$ cat src/design/flash_guard_pkg.sv
package flash_guard_pkg;

  // =====================================================================
  // register map (index, byte address is four times the index)
  localparam logic [7:0] IDX_GUARD = 8'hfa;
  localparam logic [7:0] IDX_IRQ = 8'hfb;
  localparam logic [7:0] IDX_KEY = 8'hfc;
  localparam logic [7:0] IDX_EVT = 8'hfd;
  localparam logic [7:0] IDX_MASK = 8'hfe;
  localparam logic [7:0] IDX_STATE = 8'hff;
  localparam int ADDR_W = 10;

  // =====================================================================
  // reset values and key
  localparam logic [7:0] GUARD_RST = 8'hff;
  localparam logic [7:0] IRQ_RST = 8'h00;
  localparam logic [7:0] UNLOCK_KEY = 8'ha5;

  // =====================================================================
  // interrupt control field positions
  localparam int B_DONE_IE = 7;
  localparam int B_ERR_IE = 6;
  localparam int B_DONE = 5;
  localparam int B_ROW_TMO = 3;
  localparam int B_WR_VIOL = 2;
  localparam int B_PE_VIOL = 1;
  localparam int B_ME_VIOL = 0;
  localparam logic [7:0] FLAG_MASK = 8'h2f;

  // =====================================================================
  // geometry
  localparam int FLASH_AW = 17;
  localparam int REGION_LSB = 14;
  localparam int REGIONS = 8;

  // =====================================================================
  // timing
  localparam int CLK_PERIOD_NS = 10;
  localparam int FC_PERIOD_NS = 5100;
  localparam int FC_DIV_CYCLES =
    (FC_PERIOD_NS + CLK_PERIOD_NS - 1) / CLK_PERIOD_NS;
  localparam int ROW_TMO_FC_CLOCKS = 2432;

  // =====================================================================
  // flash operation carriers
  typedef enum logic [1:0] {
    OP_WRITE = 2'h0,
    OP_ROW_PROG = 2'h1,
    OP_PAGE_ERASE = 2'h2,
    OP_MASS_ERASE = 2'h3
  } op_kind_t;

  typedef struct packed {
    logic valid;
    op_kind_t kind;
    logic [FLASH_AW-1:0] addr;
  } op_req_t;

  typedef struct packed {
    logic grant;
    logic deny;
  } op_ans_t;

  typedef enum logic [2:0] {
    ST_IDLE = 3'b001,
    ST_ERASE = 3'b010,
    ST_ROW = 3'b100
  } op_state_t;

endpackage

$ cat src/design/flash_block_protect_and_irq.sv
// Design decision made here: the Avalon-MM register port.
`timescale 1ns/100ps
module flash_block_protect_and_irq
  import flash_guard_pkg::*;
#(
  parameter int FC_DIV = FC_DIV_CYCLES,
  parameter int ROW_TMO = ROW_TMO_FC_CLOCKS,
  parameter bit HALF_CAPACITY = 1'b0
) (
  input wire logic clk,
  input wire logic rst,
  input wire logic [ADDR_W-1:0] address,
  input wire logic read,
  input wire logic write,
  input wire logic [31:0] writedata,
  output logic [31:0] readdata,
  output logic waitrequest,
  input wire op_req_t opReq,
  input wire logic opDone,
  output op_ans_t opAns,
  output logic rowAbort,
  output logic irq
);

  // =====================================================================
  // bus decode
  logic ack_q;
  logic waitReq_q;
  logic [31:0] rdData_q;
  logic [7:0] rdSnap_q;
  logic busReq;
  logic accept;
  logic commit;
  logic [7:0] regIdx;
  logic wordAligned;
  logic hitGuard;
  logic hitIrq;
  logic hitKey;
  logic hitEvt;
  logic hitMask;
  logic hitState;

  assign busReq = read | write;
  assign accept = busReq & ~ack_q;
  assign commit = busReq & ack_q;
  assign regIdx = address[ADDR_W-1:2];
  assign wordAligned = address[1:0] == 2'h0;
  assign hitGuard = wordAligned & (regIdx == IDX_GUARD);
  assign hitIrq = wordAligned & (regIdx == IDX_IRQ);
  assign hitKey = wordAligned & (regIdx == IDX_KEY);
  assign hitEvt = wordAligned & (regIdx == IDX_EVT);
  assign hitMask = wordAligned & (regIdx == IDX_MASK);
  assign hitState = wordAligned & (regIdx == IDX_STATE);

  logic wrGuard;
  logic wrIrq;
  logic wrKey;
  logic wrEvt;
  logic wrMask;
  logic rdIrq;

  assign wrGuard = commit & write & hitGuard;
  assign wrIrq = commit & write & hitIrq;
  assign wrKey = commit & write & hitKey;
  assign wrEvt = commit & write & hitEvt;
  assign wrMask = commit & write & hitMask;
  assign rdIrq = commit & read & hitIrq;

  // =====================================================================
  // key unlock and guard register
  logic [7:0] guard_q;
  logic [7:0] guard_d;
  logic unlocked_q;
  logic unlocked_d;

  assign unlocked_d = wrKey ? (writedata[7:0] == UNLOCK_KEY)
                    : (wrGuard ? 1'b0 : unlocked_q);
  assign guard_d = !wrGuard ? guard_q
                 : (unlocked_q ? writedata[7:0]
                 : GUARD_RST);

  always_ff @(posedge clk or posedge rst) begin
    if (rst) begin
      guard_q <= GUARD_RST;
      unlocked_q <= 1'b0;
    end else begin
      guard_q <= guard_d;
      unlocked_q <= unlocked_d;
    end
  end

  // =====================================================================
  // region check
  logic [REGIONS-1:0] guardEff;
  logic [2:0] region;
  logic regionGuarded;
  logic anyGuarded;

  // the information page is not addressed here and never checked
  assign guardEff = HALF_CAPACITY ? {4'h0, guard_q[3:0]}
                  : guard_q;
  assign region = opReq.addr[FLASH_AW-1:REGION_LSB];
  assign regionGuarded = guardEff[region];
  assign anyGuarded = |guardEff;

  logic refuse;
  logic wrViol;
  logic peViol;
  logic meViol;

  assign wrViol = opReq.valid & regionGuarded
                & ((opReq.kind == OP_WRITE)
                 | (opReq.kind == OP_ROW_PROG));
  assign peViol = opReq.valid & regionGuarded
                & (opReq.kind == OP_PAGE_ERASE);
  assign meViol = opReq.valid & anyGuarded
                & (opReq.kind == OP_MASS_ERASE);
  assign refuse = wrViol | peViol | meViol;

  // =====================================================================
  // controller clock divider and operation tracking
  logic [15:0] divCnt_q;
  logic fcTick;
  logic [15:0] tmoCnt_q;
  op_state_t state_q;
  op_state_t state_d;
  logic startErase;
  logic startRow;
  logic rowTimeout;
  logic opSuccess;

  assign fcTick = divCnt_q == 16'(FC_DIV - 1);
  assign startErase = opReq.valid & ~refuse
                    & ((opReq.kind == OP_PAGE_ERASE)
                     | (opReq.kind == OP_MASS_ERASE));
  assign startRow = opReq.valid & ~refuse & (opReq.kind == OP_ROW_PROG);
  assign rowTimeout = (state_q == ST_ROW) & fcTick
                    & (tmoCnt_q == 16'(ROW_TMO - 1));
  assign opSuccess = opDone & ~rowTimeout
                   & ((state_q == ST_ERASE) | (state_q == ST_ROW));

  always_comb begin
    state_d = state_q;
    case (state_q)
      ST_IDLE: begin
        if (startRow) begin
          state_d = ST_ROW;
        end else if (startErase) begin
          state_d = ST_ERASE;
        end
      end
      ST_ERASE: begin
        if (opDone) begin
          state_d = ST_IDLE;
        end
      end
      ST_ROW: begin
        if (opDone | rowTimeout) begin
          state_d = ST_IDLE;
        end
      end
      default: state_d = ST_IDLE;
    endcase
  end

  always_ff @(posedge clk or posedge rst) begin
    if (rst) begin
      divCnt_q <= 16'h0000;
    end else if (fcTick) begin
      divCnt_q <= 16'h0000;
    end else begin
      divCnt_q <= divCnt_q + 16'h0001;
    end
  end

  always_ff @(posedge clk or posedge rst) begin
    if (rst) begin
      tmoCnt_q <= 16'h0000;
    end else if (state_q != ST_ROW) begin
      tmoCnt_q <= 16'h0000;
    end else if (fcTick) begin
      tmoCnt_q <= tmoCnt_q + 16'h0001;
    end
  end

  always_ff @(posedge clk or posedge rst) begin
    if (rst) begin
      state_q <= ST_IDLE;
    end else begin
      state_q <= state_d;
    end
  end

  // =====================================================================
  // interrupt control register: enables and read-clear flags
  logic [7:0] irqReg_q;
  logic [7:0] flagSet;
  logic [7:0] flagClr;
  logic [7:0] irqReg_d;

  assign flagSet = {2'b00, opSuccess, 1'b0, rowTimeout,
                    wrViol, peViol, meViol};
  // only flags that were reported are cleared; a new event survives
  assign flagClr = rdIrq ? (rdSnap_q & FLAG_MASK) : 8'h00;
  assign irqReg_d[7:6] = wrIrq ? writedata[7:6] : irqReg_q[7:6];
  assign irqReg_d[5:0] = (irqReg_q[5:0] & ~flagClr[5:0])
                       | flagSet[5:0];

  always_ff @(posedge clk or posedge rst) begin
    if (rst) begin
      irqReg_q <= IRQ_RST;
    end else begin
      irqReg_q <= irqReg_d & (FLAG_MASK | 8'hc0);
    end
  end

  // =====================================================================
  // sticky event status (write one to clear) and mask
  logic [7:0] evt_q;
  logic [7:0] evtMask_q;
  logic [7:0] evt_d;

  assign evt_d = (evt_q & ~(wrEvt ? writedata[7:0] : 8'h00)) | flagSet;

  always_ff @(posedge clk or posedge rst) begin
    if (rst) begin
      evt_q <= 8'h00;
      evtMask_q <= 8'h00;
    end else begin
      evt_q <= evt_d & FLAG_MASK;
      evtMask_q <= wrMask ? (writedata[7:0] & FLAG_MASK) : evtMask_q;
    end
  end

  // =====================================================================
  // interrupt request
  logic doneReq;
  logic errReq;
  logic irq_d;

  assign doneReq = irqReg_d[B_DONE_IE] & irqReg_d[B_DONE];
  assign errReq = irqReg_d[B_ERR_IE] & (|irqReg_d[3:0]);
  assign irq_d = doneReq | errReq | (|(evt_d & evtMask_q));

  always_ff @(posedge clk or posedge rst) begin
    if (rst) begin
      irq <= 1'b0;
    end else begin
      irq <= irq_d;
    end
  end

  // =====================================================================
  // operation answers
  always_ff @(posedge clk or posedge rst) begin
    if (rst) begin
      opAns <= '0;
      rowAbort <= 1'b0;
    end else begin
      opAns.grant <= opReq.valid & ~refuse;
      opAns.deny <= refuse;
      rowAbort <= rowTimeout;
    end
  end

  // =====================================================================
  // read mux and handshake
  logic [7:0] rdByte;

  assign rdByte = hitGuard ? guard_q
                : hitIrq ? irqReg_q
                : hitEvt ? evt_q
                : hitMask ? evtMask_q
                : hitState ? {5'h00, state_q == ST_ROW,
                              state_q != ST_IDLE, unlocked_q}
                : 8'h00;

  always_ff @(posedge clk or posedge rst) begin
    if (rst) begin
      ack_q <= 1'b0;
      waitReq_q <= 1'b1;
      rdData_q <= 32'h0000_0000;
      rdSnap_q <= 8'h00;
    end else begin
      ack_q <= accept;
      waitReq_q <= ~accept;
      if (accept) begin
        rdData_q <= {24'h00_0000, rdByte};
        rdSnap_q <= irqReg_q;
      end
    end
  end

  assign readdata = rdData_q;
  assign waitrequest = waitReq_q;

endmodule

$ cat config.mk
export PLATFORM = sky130hd
export DESIGN_NAME = flash_block_protect_and_irq
export DESIGN_NICKNAME = d
export VERILOG_FILES = /design/src/design/flash_guard_pkg.sv /design/src/design/flash_block_protect_and_irq.sv
export SDC_FILE = /design/constraint.sdc
export NUM_CORES = 1
export LEC_CHECK = 0
export BUFFER_PORTS_ARGS = -buffer_cell sky130_fd_sc_hd__buf_2
export CAP_MARGIN = 5
export CORE_MARGIN = 10
export CORE_UTILIZATION = 55
export DETAILED_ROUTE_END_ITERATION = 7
export GPL_ROUTABILITY_DRIVEN = 0
export PLACE_DENSITY = 0.88
export SLEW_MARGIN = 20
export SYNTH_ARGS = -nofsm -noshare
export SYNTH_HDL_FRONTEND = slang
export SYNTH_SLANG_ARGS = --single-unit
$ cat constraint.sdc
create_clock -name clk -period 5.4 [get_ports clk]
set_input_delay 0.81 -clock clk [delete_from_list [all_inputs] [get_ports clk]]
set_output_delay 0.81 -clock clk [all_outputs]
set_load 0.02 [all_outputs]
Word level (Yosys, flattened, before mapping)
Index checks and enable logic that the tools add are counted.

Add/subtract/negate cells: 2. Bitwise operators: 50. Reductions and logical operators: 8. $lt $le $gt $ge: 1. Shift operators: 0. Equal/unequal tests: 20. Muxes and demuxes: 21. Divide/modulo/power cells: 0. Multiply operators: 0.

Operators with widths (count): $eq A8 B8 Y1 const B (7); $mux W16 (3); $add A16 B1 Y16 const B (2); $mux W8 (4); $and A1 B1 Y1 (30); $mux W6 (3); $eq A16 B12 Y1 const B (1); $eq A16 B9 Y1 const B (1); $reduce_or A8 Y1 (2); $mux W3 (5); $or A1 B1 Y1 (9); $pmux W3 S3 (1); $and A6 B8 Y8 (1); $and A8 B6 Y8 (1); $not A8 Y8 (1); $or A8 B6 Y8 (1); $and A6 B6 Y6 (1); $ne A3 B3 Y1 const B (2); $not A6 Y6 (1); $or A6 B6 Y6 (1); $eq A2 B2 Y1 const B (2); $logic_not A2 Y1 (2); $lt A3 B4 Y1 const B (1); $ne A2 B2 Y1 const B (2); other kinds (12) (18).

Output and inout port bits: 37. Input bits: 67. Memories: 0. Bits in read-only memories: 0. Register bits: 80. Logic and storage cells: 118. Bits in latches: 0. RAM bits: 0.

Longest topological paths before layout
Gate-level depths: netlist (run 1).

Word-level depth: 12. Gate-level depth with buffers: 9. Gate-level depth less buffers: 8.

Worst setup path after synthesis (run 1)
Ideal clock, no wire load.

Path kind: in2reg. Start point: input port address[1]. End point: register irq. Setup time: 129 ps. Stages: 7. Data required time: 5271 ps. Path slack: 2538 ps. Data arrival time: 2733 ps. Buffers on the path: 1. Path through: or3b_1 nor4_1 clkbuf_1 nand3_1 o2bb2ai_1 a211o_1 a2111o_1.

Elaborated cells between the ends (all ways): 22. Those cells by class: mux: 3; bitwise: 16; reduce/logical: 3.

RTL lines: start, declared (RTL line flash_block_protect_and_irq.sv:12) `input wire logic [ADDR_W-1:0] address,`; $logic_not A2 Y1 (RTL line flash_block_protect_and_irq.sv:47) `assign wordAligned = address[1:0] == 2'h0;`; $and A1 B1 Y1 (RTL line flash_block_protect_and_irq.sv:51) `assign hitEvt = wordAligned & (regIdx == IDX_EVT);`; $and A1 B1 Y1 (RTL line flash_block_protect_and_irq.sv:65) `assign wrEvt = commit & write & hitEvt;`; $mux W8 (RTL line flash_block_protect_and_irq.sv:223) `assign evt_d = (evt_q & ~(wrEvt ? writedata[7:0] : 8'h00)) | flagSet;`; $not A8 Y8 (RTL line flash_block_protect_and_irq.sv:223); $and A6 B8 Y8 (RTL line flash_block_protect_and_irq.sv:223); $or A8 B6 Y8 (RTL line flash_block_protect_and_irq.sv:223); named net evt_d[2] (RTL line flash_block_protect_and_irq.sv:221) `logic [7:0] evt_d;`; $and A8 B6 Y8 (RTL line flash_block_protect_and_irq.sv:243) `assign irq_d = doneReq | errReq | (|(evt_d & evtMask_q));`; $reduce_or A8 Y1 (RTL line flash_block_protect_and_irq.sv:243); $or A1 B1 Y1 (RTL line flash_block_protect_and_irq.sv:243); named net irq_d (RTL line flash_block_protect_and_irq.sv:239) `logic irq_d;`; end signal, assigned (RTL line flash_block_protect_and_irq.sv:249) `irq <= irq_d;`; end, declared (RTL line flash_block_protect_and_irq.sv:22) `output logic irq`.

The timed path passes the listed nets, and every way through them passes these cells. A chain may end at the register's enable or synchronous reset.

Worst setup path in the final report (run 1)
Start point: register divCnt_q[1]. End point: register irq.

Cells in the longest elaborated chain, start to end: 10. Elaborated cells between the ends (all ways): 15. Those cells by class: eq/ne: 1; bitwise: 12; reduce/logical: 2.

RTL lines: start, declared (RTL line flash_block_protect_and_irq.sv:122) `logic [15:0] divCnt_q;`; start signal, assigned (RTL line flash_block_protect_and_irq.sv:172) `divCnt_q <= divCnt_q + 16'h0001;`; $eq A16 B9 Y1 (RTL line flash_block_protect_and_irq.sv:132) `assign fcTick = divCnt_q == 16'(FC_DIV - 1);`; $and A1 B1 Y1 (RTL line flash_block_protect_and_irq.sv:137) `assign rowTimeout = (state_q == ST_ROW) & fcTick`; $and A1 B1 Y1 (RTL line flash_block_protect_and_irq.sv:138) `& (tmoCnt_q == 16'(ROW_TMO - 1));`; $not A1 Y1 (RTL line flash_block_protect_and_irq.sv:139) `assign opSuccess = opDone & ~rowTimeout`; $and A1 B1 Y1 (RTL line flash_block_protect_and_irq.sv:139); $and A1 B1 Y1 (RTL line flash_block_protect_and_irq.sv:140) `& ((state_q == ST_ERASE) | (state_q == ST_ROW));`; $or A6 B6 Y6 (RTL line flash_block_protect_and_irq.sv:207) `| flagSet[5:0];`; named net irqReg_d[5] (RTL line flash_block_protect_and_irq.sv:199) `logic [7:0] irqReg_d;`; $and A1 B1 Y1 (RTL line flash_block_protect_and_irq.sv:241) `assign doneReq = irqReg_d[B_DONE_IE] & irqReg_d[B_DONE];`; $or A1 B1 Y1 (2 in a row) (RTL line flash_block_protect_and_irq.sv:243); named net irq_d (RTL line flash_block_protect_and_irq.sv:239).

The timed path passes the listed nets, and every way through them passes these cells.

==> out/qor.yml, run 1 <==
sta:
  slew_headroom: 0.360
  setup_tns_ps: 0
  post-route-min-period_ps: 3250
  fin_crit_sh: 0.601
  setup_ws_ps: 2150
  finalSetupViolCount: 0
  hold_viol: 0
  hold_slack_ps: 470
  maxSlewViolCount: 0
  rsz0062_at_grt: "false"
  skew_ps: 8.92
  max_freq_mhz: 308
  worst_slew_pin_slew_ps: 961
synthesis:
  synth.area.mux_share: 0.0337
  synth-main-ff-cell: "dfrtp_1"
  ys_warn_count: 0
  avgSynthCellArea_sq_um: 9.67
  synth_adder_area_share: 0.00918
  synth.area.top_cells: "dfrtp_1 43%, dfstp_2 6.4%, nand2_1 4.6%, buf_4 4.4%, nor2_1 3.6%"
  yosys.area_share.simple: 0.216
  yosys.area.top_type: "dfrtp_1"
  synth_cell_types: 65
  syn-cell-area_sq_um: 4090
  synth_compound_area_frac: 0.114
  synth_xor_area_frac: 0.0557
  synth_seq_area_share: 0.493
  synth_top_area_share: 0.428
  ys_ff_latch: 80
  synth_edf_count: 0
  synthCells: 423
  synth_top_family_by_area: "simple AND/OR/NAND/NOR gates"
  synth-async-reset-ratio: 1.00
global_route:
  antenna_found_initial: 0
  grt-ovfl-total: 0
  track_usage: 0.166
  grt_max_degree: 81
  grt_pass1_wl_um: 15400
  grt_pass1_vias: 3234
placement:
  dp_hpwl_um: 6740
  placed_cells: 551
  place_ws_ps: 2110
  port_buffers: 41
  post_dp_cell_area_sq_um: 4300
cells_and_area:
  area_delta_synth_final_pct: 10.4
  mostFrequentLayoutCells: "70 x dfrtp_1, 50 x nand2_1, 41 x buf_2"
  postLayoutCoreUtil: 0.623
  final_area_sq_um: 4520
  final_common_cell: "dfrtp_1"
  num-fill-cells: 600
  final_nets: 533
  drive_gt1_frac: 0.178
  diodes: 0
  stdcell_count: 566
cts:
  htreeDepth: 3
  cts_buffers: 9
  worstSkewPairLatency_ps: 360
  cts_resized: 0
  post_cts_buffers: 0
  cts_buffer_depth: 2
  cts_hold_buffers: 0
  cts.sinks: 80
  clock_tree.root_cell: "clkbuf_8"
  cts_tree: "built"
  clkTransAtPathRegs_ps: 80
worst_setup_path:
  cp_max_fo: 18
  r2r_start: "divCnt_q[1]$_DFF_PP0_"
  crit_type: "flip-flop to flip-flop"
  cp-start-kind: "flip-flop"
  required_ps: 5630
  critPathLaunch: "divCnt_q[1]$_DFF_PP0_"
  crit_path_end_kind: "flip-flop"
  critPathArrivalTime_ps: 3470
run_status:
  run_status: "finished, final reports clean"
pwr:
  p_leak_nw: 2.10
  cellPowerDensity_nw_per_um2: 284
  power_mw: 1.28
  peakVddDrop_uv: 146
routing:
  wire_per_inst_um: 16.6
  route.antenna.remaining_nets: 0
  via_per_inst: 5.80
  drt_first_pass_iters: 5
  via_count: 3280
  drt_wl_total_um: 9380
  drt-initial-drc-count: 276
  remaining_drc_errors: 0
die:
  initial_core_util: 0.564
  rows: 31
  dieArea_sq_um: 11300
  fp.dieW_um: 106
  io_pins: 104
  core_area_sq_um: 7250
  die_h_um: 106
min_path:
  hold_class: "flip-flop to flip-flop"
  min-delay-start: "readdata[4]$_DFFE_PP0P_"
flow_run:
  drv_cap: 0
==> per-layer routing <==
metal	share of wire	global-route usage	vias up
met2	0.50	0.270	145
met3	0.083	0.0429	30
met4	0.032	0.0928	0
met5	0	0	-
met1	0.39	0.197	1582
li1	-	-	1523
==> cell type report <==
| cell class | instances | area, sq um | area share |
|---|---|---|---|
| flip-flops and latches | 80 | 2010 | 0.446 |
| multi-input cells | 306 | 1840 | 0.408 |
| repair buffers | 45 | 235 | 0.0521 |
| clock buffers | 12 | 155 | 0.0344 |
| well taps | 99 | 124 | 0.0274 |
| inverters | 21 | 78.8 | 0.0175 |
| clock inverters | 3 | 65.1 | 0.0144 |
==> cell families (layout without fill, tap and decap cells) <==
family                     after synthesis  count (layout)
and+or+nand+nor                        171             171
DFF                                     80              80
AOI/OAI and AO/OA                       70              70
buffers and inverters                   60              81
xor gates and xnor gates                26              26
muxes                                   12              12
adders and majority gates                3               3
other                                    1              24
==> path summary, 6_finish.rpt <==
check	endpoint	slack [ps]	cells after the start
min in group asynchronous	divCnt_q[10]$_DFF_PP0_	760	3
min	readdata[4]$_DFFE_PP0P_	470	2
min reg2reg	readdata[4]$_DFFE_PP0P_	470	2
max	irq$_DFF_PP0_	2150	7
max reg2reg	irq$_DFF_PP0_	2150	7
max in group asynchronous	irqReg_q[7]$_DFF_PP0_	4040	3
==> synthesized netlist by cell type (all sizes together) (2+ instances only) <==
library cell and n:
or2 2, inv 20, a32o 2, or3 4
or4b 2, nand2 51, dfrtp 70, o2bb2ai 2
and2 5, a211oi 2, dfstp 10, nor2 39
xnor2 10, or3b 3, nor3b 2, a22oi 2
xor2 16, clkbuf 12, a2bb2oi 2, mux2 4
ha 3, nand3 22, buf 27, nor4 8
o31ai 3, a21o 5, nand2b 2, a221oi 2
a31oi 10, a21oi 11, nor4b 3, and3 8
mux2i 7, o21ai 18, nand4 11, and4 3
==> power breakdown <==
group          total (mW)  internal, mW  switching, mW
Combinational       0.131        0.0431         0.0877
Clock               0.489         0.283          0.207
Sequential          0.660         0.635         0.0256
Total                1.28         0.960          0.320
==> critical path, cell delays in order, from the launching register on <==
cell	delay [ps]
dfrtp_1	410
inv_1	70
ha_1	120
or4b_4	480
nor4_4	840
and4_1	530
o21ai_0	190
a2111o_1	470
==> flip-flops by register name, summed over array words and instances (netlist names) <==
register     cells
state_q          3
divCnt_q        16
irq              1
irqReg_q         7
rdSnap_q         5
evtMask_q        5
waitrequest      1
readdata         8
evt_q            5
rowAbort         1
opAns            2
ack_q            1
unlocked_q       1
tmoCnt_q        16
guardEff         8
Power figures use the tool's default switching activity.
==> inputs of run 2 (changes only) <==
Settings changed: CORE_UTILIZATION 55 to 53, PLACE_DENSITY 0.88 to 0.86.
Clock period 5.4 ns to 3.4 ns, I/O delays scaled along.
==> run 2 against run 1 <==
Against the previous run: combinational power up 59%; first-iteration DRC count grew 0.36%; die area rose by 3.1%; via count fell by 0.37%; sequential power increased by 59%.
==> out/qor.yml, run 2 (synthesized netlist as in run 1, its figures left out) <==
sta:
  maxSlewViolCount: 0  # unchanged
  fin_crit_sh: 0.843  # +0.242
  setup_tns_ps: 0  # unchanged
  finalSetupViolCount: 0  # unchanged
  post-route-min-period_ps: 2870  # -379 ps
  slew_headroom: 0.498  # +0.139
  worst_slew_pin_slew_ps: 752  # -209 ps
  skew_ps: 7.96  # -0.963 ps
  rsz0062_at_grt: "false"
  max_freq_mhz: 349  # +13%
  hold_viol: 0  # unchanged
die:
  io_pins: 104  # unchanged
  die_h_um: 108  # +1.5%
  initial_core_util: 0.555  # -0.00890
  fp.dieW_um: 108  # +1.5%
  dieArea_sq_um: 11600  # +3.1%
  rows: 31  # unchanged
  core_area_sq_um: 7370  # +1.6%
worst_setup_path:
  cp_cell_sequence: "inv_1 -> ha_1 -> or4b_4 -> nor4_4 -> and4_1 -> o21ai_0 -> a2111o_1"
  cp_max_fo: 7  # -11
  required_ps: 3630  # -2000 ps
  slowest_stage: "nor4_4"
  cp-start-kind: "flip-flop"
  crit_path_end_kind: "flip-flop"
  path_depth: 7  # unchanged
  crit_family: "simple AND/OR/NAND/NOR gates"
  critPathArrivalTime_ps: 3100  # -370 ps
  critPathMaxStageDelay_ps: 520  # -320 ps
  path_buf_inv: 1  # unchanged
  crit_type: "flip-flop to flip-flop"
  r2r.worst_path.cells: 7  # unchanged
placement:
  placed_cells: 552  # +0.18%
  port_buffers: 41  # unchanged
  dp_hpwl_um: 6750  # +0.21%
cells_and_area:
  multiInputGateArea_sq_um: 1840  # unchanged
  final_common_cell: "dfrtp_1"
  mostFrequentLayoutCells: "70 x dfrtp_1, 50 x nand2_1, 41 x buf_2"
  area_delta_synth_final_pct: 11.5
  diodes: 0  # unchanged
  top_regs: "divCnt_q (16), tmoCnt_q (16)"
  seqCellArea_sq_um: 2010  # unchanged
  drive_gt1_frac: 0.183  # +0.00564
  final_nets: 534  # +0.19%
  num-fill-cells: 590  # -1.7%
  stdcell_count: 568  # +0.35%
global_route:
  antenna_found_initial: 0  # unchanged
  grt_pass1_vias: 3212  # -0.68%
  grt-ovfl-total: 0  # unchanged
  grt_max_degree: 81  # unchanged
  track_usage: 0.163  # -0.00315
  grt_pass1_wl_um: 15300  # -0.54%
pwr:
  p_leak_nw: 2.11  # +0.25%
  power_mw: 2.10  # +64%
  peakVddDrop_uv: 259  # +78%
  cellPowerDensity_nw_per_um2: 460  # +62%
routing:
  drt_wl_total_um: 9230  # -1.6%
  drt_first_pass_iters: 5  # unchanged
  via_per_inst: 5.75  # -0.72%
  wire_per_inst_um: 16.2  # -2.0%
  route.antenna.remaining_nets: 0  # unchanged
  drt-initial-drc-count: 277  # +0.36%
  remaining_drc_errors: 0  # unchanged
  via_count: 3268  # -0.37%
cts:
  post_cts_buffers: 0  # unchanged
  worstSkewPairLatency_ps: 360  # about the same
  cts_buffer_depth: 2  # unchanged
  cts_tree: "built"
  cts_resized: 0  # unchanged
  clkTransAtPathRegs_ps: 90  # about the same
  cts.sinks: 80  # unchanged
  clock_tree.root_cell: "clkbuf_8"
  cts_hold_buffers: 0  # unchanged
  htreeDepth: 3  # unchanged
  cts_buffers: 9  # unchanged
flow_run:
  drv_cap: 0  # unchanged
min_path:
  hold_class: "input pin to async pin"
run_status:
  run_status: "finished, final reports clean"
==> run 2: cell count changes in the layout (fill, tap and decap cells not counted) <==
| cell | change |
|---|---|
| clkinvlp_4 | +4 |
| clkbuf_8 | -2 |
| buf_12 | +1 |
| bufinv_16 | +1 |
| clkbuf_1 | -1 |
| clkinv_2 | -1 |
==> run 2: metal layers <==
layer | track usage | wire length, um
met5 | 0 | 0
met3 | 0.0383 | 660
met4 | 0.0926 | 252
met2 | 0.260 | 4560
met1 | 0.198 | 3750
==> run 2: final timing paths <==
kind,start,endpoint,slack [ps]
min,rst,divCnt_q[10]$_DFF_PP0_,230
max in group asynchronous,rst,guardEff[7]$_DFFE_PP1P_,2810
max reg2reg,divCnt_q[1]$_DFF_PP0_,irq$_DFF_PP0_,530
min reg2reg,readdata[1]$_DFFE_PP0P_,readdata[1]$_DFFE_PP0P_,470
max,divCnt_q[1]$_DFF_PP0_,irq$_DFF_PP0_,530
min in group clk,writedata[4],guardEff[4]$_DFFE_PP1P_,380
==> run 2: layout make-up <==
type	count	share of cell area
tap	99	0.0272
timing repair buffer	46	0.0560
clock inverter	7	0.0263
clock buffer	9	0.0272
inverter	21	0.0173
multi-input combinational	306	0.404
sequential	80	0.442
==> run 2: worst min-delay path: cells and delay by family <==
family	cells	cell delay, ps
buf+inv	3	500
==> run 2: where the power goes <==
part / total [mW] / internal (mW) / switching, mW
combinational: 0.208 / 0.0702 / 0.137
sequential: 1.05 / 1.01 / 0.0390
clock: 0.843 / 0.487 / 0.356
==> run 2: metrics by stage <==
step	setup slack, ps	hold slack [ps]	util	area [sq um]
after global routing	353	277	0.619	4560
final	534	228	0.619	4560
after CTS	542	254	0.619	4560
after floorplan	767	437	-	4180
after detailed placement	556	459	0.586	4320
after global placement	611	450	0.586	4320
